**src/hdl/standby_defs.svh**
```systemverilog
`ifndef STANDBY_DEFS_SVH
`define STANDBY_DEFS_SVH
// Register byte offsets
`define OFS_CTRL 12'h000
`define OFS_STATUS 12'h004
`define OFS_PORT_OUT 12'h008
`define OFS_IRQ_MASK 12'h00C
`define OFS_IRQ_REQ 12'h010
// Control register fields
`define CTRL_WD_STBY 0
`define CTRL_WD_ENABLE 4
`define CTRL_IT_CLKSEL 8
`define CTRL_IE 12
`define CTRL_CMP_FILTER 16
// Reset values
`define CTRL_RESET 32'h0000_0000
`define MASK_RESET 32'h0000_FFFF
`define PORT_RESET 32'h0000_0000
// Wake wait counts, in CPU clocks
`define HALT_WAIT_VEC 28
`define HALT_WAIT_NOVEC 20
`define STOP_WAIT_VEC 11
`define STOP_WAIT_NOVEC 3
// Clock supply stop after STOP release
`define STOP_HOLD_NS 27000
`define MCLK_PERIOD_NS 50
`define STOP_HOLD_CYC ((`STOP_HOLD_NS + `MCLK_PERIOD_NS - 1) / `MCLK_PERIOD_NS)
`endif

```
**src/hdl/standby_pkg.sv**
```systemverilog
`default_nettype none
package standby_pkg;
  typedef enum logic [4:0] {
    st_run = 5'b00001,
    st_halt = 5'b00010,
    st_stop = 5'b00100,
    st_hold = 5'b01000,
    st_wait = 5'b10000
  } standby_state_t;
endpackage
`default_nettype wire

```
**src/hdl/wake_sync.sv**
```systemverilog
`default_nettype none
// Three-stage synchroniser; a change counts once stages two and three agree
module wake_sync #(
  parameter int WIDTH = 16
) (
  input wire logic mclk,
  input wire logic nrst,
  input wire logic ce,
  input wire logic [WIDTH-1:0] async_in,
  output logic [WIDTH-1:0] sync_out
);
  logic [WIDTH-1:0] s1;
  logic [WIDTH-1:0] s2;
  logic [WIDTH-1:0] s3;

  // Shift chain and agreement filter
  always_ff @(posedge mclk or negedge nrst) begin
    if (!nrst) begin
      s1 <= '0;
      s2 <= '0;
      s3 <= '0;
      sync_out <= '0;
    end else if (ce) begin
      s1 <= async_in;
      s2 <= s1;
      s3 <= s2;
      sync_out <= (s2 & s3) | (sync_out & (s2 | s3));
    end
  end
endmodule
`default_nettype wire

```
**src/hdl/standby_mode_controller.sv**
```systemverilog
`include "standby_defs.svh"
`default_nettype none
// Functional notes
// - Port latches hold their value during HALT
// - Watchdog runs in standby only if enabled
// - Unmasked request ends HALT; vector or continue
// - HALT wake wait 28 or 20 clocks
// - Reset ends HALT, restarts at vector
// - Auto-stopped peripherals halted on HALT entry
// - STOP entered only by STOP instruction
// - Pending unmasked request cancels STOP immediately; code still runs the clock hold, then the wake wait
// - STOP gates CPU clock, main oscillators
// - Slow oscillator run condition in STOP
// - Port latches hold their value during STOP
// - Interval timer, SELECTABLE_POWER_ON_RESET, interrupts stay alive in STOP
// - I2C address match wakes from STOP
// - STOP ends on request, vector or continue after stabilisation
// - STOP wake holds clock, then 11/3 clocks
// - Reset ends STOP, restarts at vector
module standby_mode_controller
  import standby_pkg::*;
#(
  parameter int NIRQ = 16,
  parameter int HOLD_CYC = `STOP_HOLD_CYC
) (
  input wire logic mclk,
  input wire logic nrst,
  input wire logic ce,
  input wire logic psel,
  input wire logic penable,
  input wire logic pwrite,
  input wire logic [11:0] paddr,
  input wire logic [31:0] pwdata,
  output logic [31:0] prdata,
  output logic pready,
  output logic pslverr,
  input wire logic halt_exec,
  input wire logic stop_exec,
  input wire logic [NIRQ-1:0] irq_pin,
  input wire logic i2c_addr_match,
  output logic cpu_clk_en,
  output logic cpu_resume,
  output logic cpu_vector,
  output logic fast_osc_en,
  output logic crystal_en,
  output logic ext_clk_en,
  output logic slow_osc_en,
  output logic watchdog_run,
  output logic auto_periph_run,
  output logic interval_timer_run,
  output logic selectable_por_run,
  output logic ext_irq_run,
  output logic comparator_run,
  output logic [31:0] port_latch
);
  localparam logic [5:0] HALT_V = 6'(`HALT_WAIT_VEC);
  localparam logic [5:0] HALT_N = 6'(`HALT_WAIT_NOVEC);
  localparam logic [5:0] STOP_V = 6'(`STOP_WAIT_VEC);
  localparam logic [5:0] STOP_N = 6'(`STOP_WAIT_NOVEC);

  standby_state_t state;
  standby_state_t next_state;
  logic [31:0] ctrl;
  logic [31:0] port_next;
  logic [NIRQ-1:0] irq_mask;
  logic [NIRQ-1:0] irq_req;
  logic [NIRQ-1:0] irq_sync;
  logic [NIRQ-1:0] irq_prev;
  logic [15:0] hold_cnt;
  logic [5:0] wait_cnt;
  logic vec_latched;

  wake_sync #(.WIDTH(NIRQ)) u_sync (
    .mclk(mclk),
    .nrst(nrst),
    .ce(ce),
    .async_in(irq_pin),
    .sync_out(irq_sync)
  );

  // Bus decode
  wire wr_en = psel && penable && pwrite;
  wire rd_hit = (paddr == `OFS_CTRL) || (paddr == `OFS_STATUS) || (paddr == `OFS_PORT_OUT)
                || (paddr == `OFS_IRQ_MASK) || (paddr == `OFS_IRQ_REQ);
  wire wr_ctrl = wr_en && (paddr == `OFS_CTRL);
  wire wr_port = wr_en && (paddr == `OFS_PORT_OUT);
  wire wr_mask = wr_en && (paddr == `OFS_IRQ_MASK);
  wire wr_req = wr_en && (paddr == `OFS_IRQ_REQ);
  wire [NIRQ-1:0] irq_rise = irq_sync & ~irq_prev;
  wire [NIRQ-1:0] sw_clr = wr_req ? pwdata[NIRQ-1:0] : '0;
  wire [NIRQ-1:0] wake_src = irq_req | irq_rise |
                             {{(NIRQ-1){1'b0}}, i2c_addr_match && state == st_stop};
  // Release ignores the acknowledge enable
  wire release_req = |(wake_src & ~irq_mask);
  wire ie = ctrl[`CTRL_IE];
  wire wd_stby = ctrl[`CTRL_WD_STBY];
  wire wd_en = ctrl[`CTRL_WD_ENABLE];
  wire it_sel = ctrl[`CTRL_IT_CLKSEL];
  wire in_standby = (state == st_halt) || (state == st_stop);
  wire stop_like = (state == st_stop) || (state == st_hold);

  assign pready = 1'b1;
  assign pslverr = psel && penable && !rd_hit;

  // Read mux
  always_comb begin
    prdata = 32'h0000_0000;
    case (paddr)
      `OFS_CTRL: prdata = ctrl;
      `OFS_STATUS: prdata = {26'h000_0000, vec_latched, state};
      `OFS_PORT_OUT: prdata = port_latch;
      `OFS_IRQ_MASK: prdata = 32'(irq_mask);
      `OFS_IRQ_REQ: prdata = 32'(irq_req);
      default: prdata = 32'h0000_0000;
    endcase
  end

  // Port writes blocked in HALT, STOP and the clock hold, but not during the wake wait
  assign port_next = (wr_port && !in_standby && state != st_hold) ? pwdata : port_latch;

  // State machine
  always_comb begin
    next_state = state;
    case (state)
      st_run: begin
        if (stop_exec) begin
          next_state = release_req ? st_hold : st_stop;
        end else if (halt_exec) begin
          next_state = release_req ? st_wait : st_halt;
        end
      end
      st_halt: if (release_req) next_state = st_wait;
      st_stop: if (release_req) next_state = st_hold;
      st_hold: if (hold_cnt == 16'(HOLD_CYC - 1)) next_state = st_wait;
      st_wait: if (wait_cnt == 6'h01) next_state = st_run;
      default: next_state = st_run;
    endcase
  end

  // Reset returns everything to run at the vector
  always_ff @(posedge mclk or negedge nrst) begin
    if (!nrst) begin
      state <= st_run;
      ctrl <= `CTRL_RESET;
      port_latch <= `PORT_RESET;
      irq_mask <= NIRQ'(`MASK_RESET);
      irq_req <= '0;
      irq_prev <= '0;
    end else if (ce) begin
      state <= next_state;
      if (wr_ctrl) ctrl <= pwdata;
      port_latch <= port_next;
      if (wr_mask) irq_mask <= pwdata[NIRQ-1:0];
      irq_req <= (irq_req & ~sw_clr) | irq_rise;
      irq_prev <= irq_sync;
    end
  end

  // Wake timing counters
  always_ff @(posedge mclk or negedge nrst) begin
    if (!nrst) begin
      hold_cnt <= 16'h0000;
      wait_cnt <= 6'h00;
      vec_latched <= 1'b0;
    end else if (ce) begin
      hold_cnt <= (state == st_hold) ? hold_cnt + 16'h0001 : 16'h0000;
      if (next_state == st_wait && state != st_wait) begin
        vec_latched <= ie;
        wait_cnt <= stop_like ? (ie ? STOP_V : STOP_N) : (ie ? HALT_V : HALT_N);
      end else if (state == st_wait) begin
        wait_cnt <= wait_cnt - 6'h01;
      end
    end
  end

  // Resume pulse with vector select
  assign cpu_resume = (state == st_wait) && (wait_cnt == 6'h01);
  assign cpu_vector = vec_latched;
  assign cpu_clk_en = (state == st_run);
  assign fast_osc_en = !stop_like;
  assign crystal_en = !stop_like;
  assign ext_clk_en = !stop_like;
  assign slow_osc_en = !stop_like || it_sel || (wd_en && wd_stby);
  assign watchdog_run = wd_en && (!in_standby || wd_stby);
  assign auto_periph_run = !in_standby;
  // Always-on units; software owns the others in STOP
  assign interval_timer_run = 1'b1;
  assign selectable_por_run = 1'b1;
  assign ext_irq_run = 1'b1;
  assign comparator_run = !(state == st_stop) || !ctrl[`CTRL_CMP_FILTER];

  a_stop_entry: assert property (@(posedge mclk) disable iff (!nrst)
    ce && $rose(state == st_stop) |-> $past(stop_exec))
    else $error("STOP without instruction");
  a_stop_clocks: assert property (@(posedge mclk) disable iff (!nrst)
    state == st_stop |-> !fast_osc_en && !crystal_en && !cpu_clk_en)
    else $error("clocks running in STOP");
  a_port_hold: assert property (@(posedge mclk) disable iff (!nrst)
    ce && in_standby && $past(in_standby) |-> $stable(port_latch))
    else $error("port changed in standby");
  a_halt_wait: assert property (@(posedge mclk) disable iff (!nrst)
    ce && $past(state) == st_halt && state == st_wait && ie |-> wait_cnt == 6'd28)
    else $error("bad HALT wait");
  a_slow_osc: assert property (@(posedge mclk) disable iff (!nrst)
    state == st_stop && !it_sel && !wd_en |-> !slow_osc_en)
    else $error("slow osc in STOP");
  a_wd_standby: assert property (@(posedge mclk) disable iff (!nrst)
    in_standby && !wd_stby |-> !watchdog_run)
    else $error("watchdog ran");
  a_stop_cancel: assert property (@(posedge mclk) disable iff (!nrst)
    ce && state == st_run && stop_exec && release_req |=> state == st_hold)
    else $error("STOP not cancelled");
  a_halt_release: assert property (@(posedge mclk) disable iff (!nrst)
    ce && state == st_halt && release_req |=> state == st_wait)
    else $error("HALT not released");
  a_periph_stop: assert property (@(posedge mclk) disable iff (!nrst)
    in_standby |-> !auto_periph_run)
    else $error("peripheral ran");
endmodule
`default_nettype wire

```
**config.mk**
```make
export PLATFORM = sky130hd
export DESIGN_NAME = standby_mode_controller
export DESIGN_NICKNAME = d
export VERILOG_FILES = /design/src/hdl/standby_pkg.sv /design/src/hdl/wake_sync.sv /design/src/hdl/standby_mode_controller.sv
export VERILOG_INCLUDE_DIRS = /design/src /design/src/hdl
export SDC_FILE = /design/constraint.sdc
export NUM_CORES = 1
export LEC_CHECK = 0
export BUFFER_PORTS_ARGS = -buffer_cell sky130_fd_sc_hd__buf_2
export CORE_AREA = 3 3 181 183
export CTS_CLUSTER_SIZE = 14
export DETAILED_ROUTE_END_ITERATION = 12
export DIE_AREA = 0 0 184 186
export MAX_ROUTING_LAYER = met4
export PLACE_DENSITY = 0.57
export SKIP_LAST_GASP = 1
export SYNTH_ARGS = -nofsm -noshare
export SYNTH_HDL_FRONTEND = slang
export SYNTH_SLANG_ARGS = --single-unit
export TNS_END_PERCENT = 20
```
**constraint.sdc**
```tcl
create_clock -name mclk -period 6.8 [get_ports mclk]
set_clock_uncertainty 0.05 [all_clocks]
set_input_delay 1.36 -clock mclk [delete_from_list [all_inputs] [get_ports mclk]]
set_output_delay 1.36 -clock mclk [all_outputs]
set_load 0.01 [all_outputs]
```
==> impl_results.md <==
* Max H-tree Level at 1
* # rows at 65
* Critical path fanouts, max at 22
* Via count at 6,599
* CTS buffer count at 23
* Largest area contributor in the netlist: dfrtp_1
* Worst reg2reg path depth at 5
* Final net count at 982
* Peak Freq at 0.191 GHz
* CP arrival at 3.81 ns
* Post-synth EDFFs at 0
* Top Registers: ctrl (32), port_latch (32)
* Clk slew on worst S/H paths at 0.05 ns
* Initial Util at 29.8%
* Worst reg2reg endpoint: port_latch[9]$_DFFE_PN0P_
* Max Slew Vio Count at 0
* Crit-path cells: buf_2 > or4_4 > nor4_4 > and2_1 > buf_4 > a222oi_1 > nand2_1 > buf_2
* Netlist cell types at 65
* CP max stage cell: and2_1
* Mapped Area at 9340 um^2
* WL final at 23,300 um
* Non-filler cells, final at 1,329
* Syn_area_per_cell at 11.9 um^2
* WP data required at 5.39 ns
* Final ANT Viol Nets at 0
* Drt drc at 0
* Setup violations, final at 0
* Startpoint Class: primary input
* Diode count at 0
* Tcrit/Tclk final at 76.8%
* Worst Path Buf+Inv at 3
* Layout area overhead at 18.8%
* Reg-to-Reg Start: state[0]$_DFFE_PN1P_
* Largest cells by area after synthesis: dfrtp_1, mux2_2, mux2_4, dfstp_2, a22o_1
* Top Family by Delay on Critical Path: simple AND/OR/NAND/NOR gates
* CP Depth at 8
* Share of layout cells above drive strength 1 at 36.0%
* I/O pin total at 148
* Reg-to-reg slack, setup at 3.95 ns
* Top cell type's share of synthesized area at 50.1%
* Die area at 34,200 um^2
* GPL Wtd Cong at 0.854
* Ranking of synthesized cells by instance count: dfrtp_1, mux2_2, nand2_1
* Most used DFF post-synth: dfrtp_1
* Pin count of the biggest net entering global routing at 103
* Wirelength per Cell at 17.5 um
* Yosys warns at 0
* Die Ht at 186 um
* DP HPWL at 16,200 um
* Die Wd at 184 um
* 1st-iter DRT viols at 466
* Worst Hold Depth at 1
* Remaining global-route overflow at 0
* Status: finished, final reports clean
* Sequential area share after synthesis at 54.9%
* Slew Limit Headroom at 28.5%
* GR Util All Layers at 13.8%
* Worst hold path class: register to register
* Hold endpoint: u_sync.s1[10]$_DFFE_PN0P_
* Leakage at 5.23 nW
* Core area at 31,400 um^2
* Post-CTS Repair Setup Buffers at 0
* RSZ-0062 raised after global routing: false
* Post-cts resize count at 0
* Maxcap violations at 0
* DRT Pass-1 Iters at 11
* Clk root buf: clkbuf_16
* Pwr/cell area at 273 nW/um^2
* Asr flop ratio synth at 100%
* Vias in the first global route at 6,520
* Setup_tns at 0 ns
* # placed instances at 1,287
* Clock sinks at 204
* Top cell by count, worst path: buf_2
* #FFs+latches synth at 204
* Max incr delay on CP at 0.78 ns
* Critical path type: primary input to primary output
* Post-Syn Instances at 784
* Post-CTS Hold Fix Bufs at 0
* Min cycle time layout at 5.22 ns
* Final Hold Vio Count at 0
* Via density at 4.97
* Hold Startpoint: u_sync.s1[10]$_DFFE_PN0P_
* Initial antenna violation count at 0
* Top-count cell post-synth: dfrtp_1
* CTS tree: done
* Worst Setup End Kind: primary output
* Clock Path Buffers at 3
* Worst-Skew Late Latency at 0.50 ns
* Least-Margin Pin Slew at 1.07 ns
* Global-route wire length before repair at 36,900 um
* PortBufs at 143
* Max VDD drop at 0.161 mV
## final cells by class
cell class | instances | area (um^2)
Fill cell | 3112 | 20300
Sequential cell | 204 | 5130
Multi-Input combinational cell | 508 | 3850
Timing Repair Buffer | 151 | 787
Clock buffer | 37 | 718
Tap cell | 402 | 503
Inverter | 22 | 82.6
Clock inverter | 5 | 31.3
## through the flow
step / utilization [%] / worst slack (ns) / total power [mW] / hold slack [ns] / cell area, um^2
floorplan: - / 2.41 / 1.70 / 0.415 / 9350
global placement: 33.0 / 1.59 / 1.83 / 0.437 / 10300
detailed placement: 33.0 / 1.54 / 1.85 / 0.443 / 10300
CTS: 35.3 / 1.54 / 3.07 / 0.458 / 11100
global route: 35.3 / 1.43 / 3.20 / 0.469 / 11100
finish: 35.3 / 1.58 / 3.03 / 0.450 / 11100
## power by group
| group | total, mW | internal (mW) | switching (mW) |
|---|---|---|---|
| Combinational | 0.345 | 0.161 | 0.185 |
| Sequential | 1.47 | 1.36 | 0.114 |
| Clock | 1.21 | 0.721 | 0.488 |
## worst max path at each step
stage,startpoint,end,slack (ns)
2_1_floorplan,paddr[8],prdata[11],2.41
3_3_place_gp,paddr[8],prdata[11],1.59
3_5_place_dp,paddr[8],prdata[12],1.54
4_1_cts,paddr[8],prdata[12],1.54
5_1_grt,paddr[8],prdata[12],1.43
6_report,paddr[8],prdata[12],1.58
## cells by family (layout without fill, tap and decap cells)
family / Yosys count / after routing / synth area share, %
AND/OR/NAND/NOR: 181 / 181 / 9.31
other: 1 / 4 / 0.0401
adder cells (fa/ha/maj): 3 / 3 / 0.402
XOR/XNOR: 12 / 12 / 1.13
buffers and inverters: 75 / 215 / 4.07
multiplexers: 131 / 131 / 17.0
flip-flops: 204 / 204 / 54.9
AO/OA/AOI/OAI: 177 / 177 / 13.2
## cells in the final DEF (no fill, tap or decap), drive strengths merged, types with 16 or more instances in the layout
cell type and count:
inv 22, a21oi 23, buf 150, o21ai 56, nor2b 16, a222oi 16
a22o 32, clkbuf 38, nor2 39, dfstp 17, nand2 75, mux2 128
dfrtp 187
## worst register-to-register path: cells and delay by family, from the launching register on
family / cells / cell delay, ns
buffers and inverters: 1 / 0.39
DFF: 1 / 0.62
and+or+nand+nor: 3 / 1.35
muxes: 1 / 0.33
## metal layers
metal	wire, um	track usage [%]
met5	0	-
met4	287	2.96
met2	10500	21.4
met3	1180	1.99
met1	11300	19.2
Power figures use the tool's default switching activity.
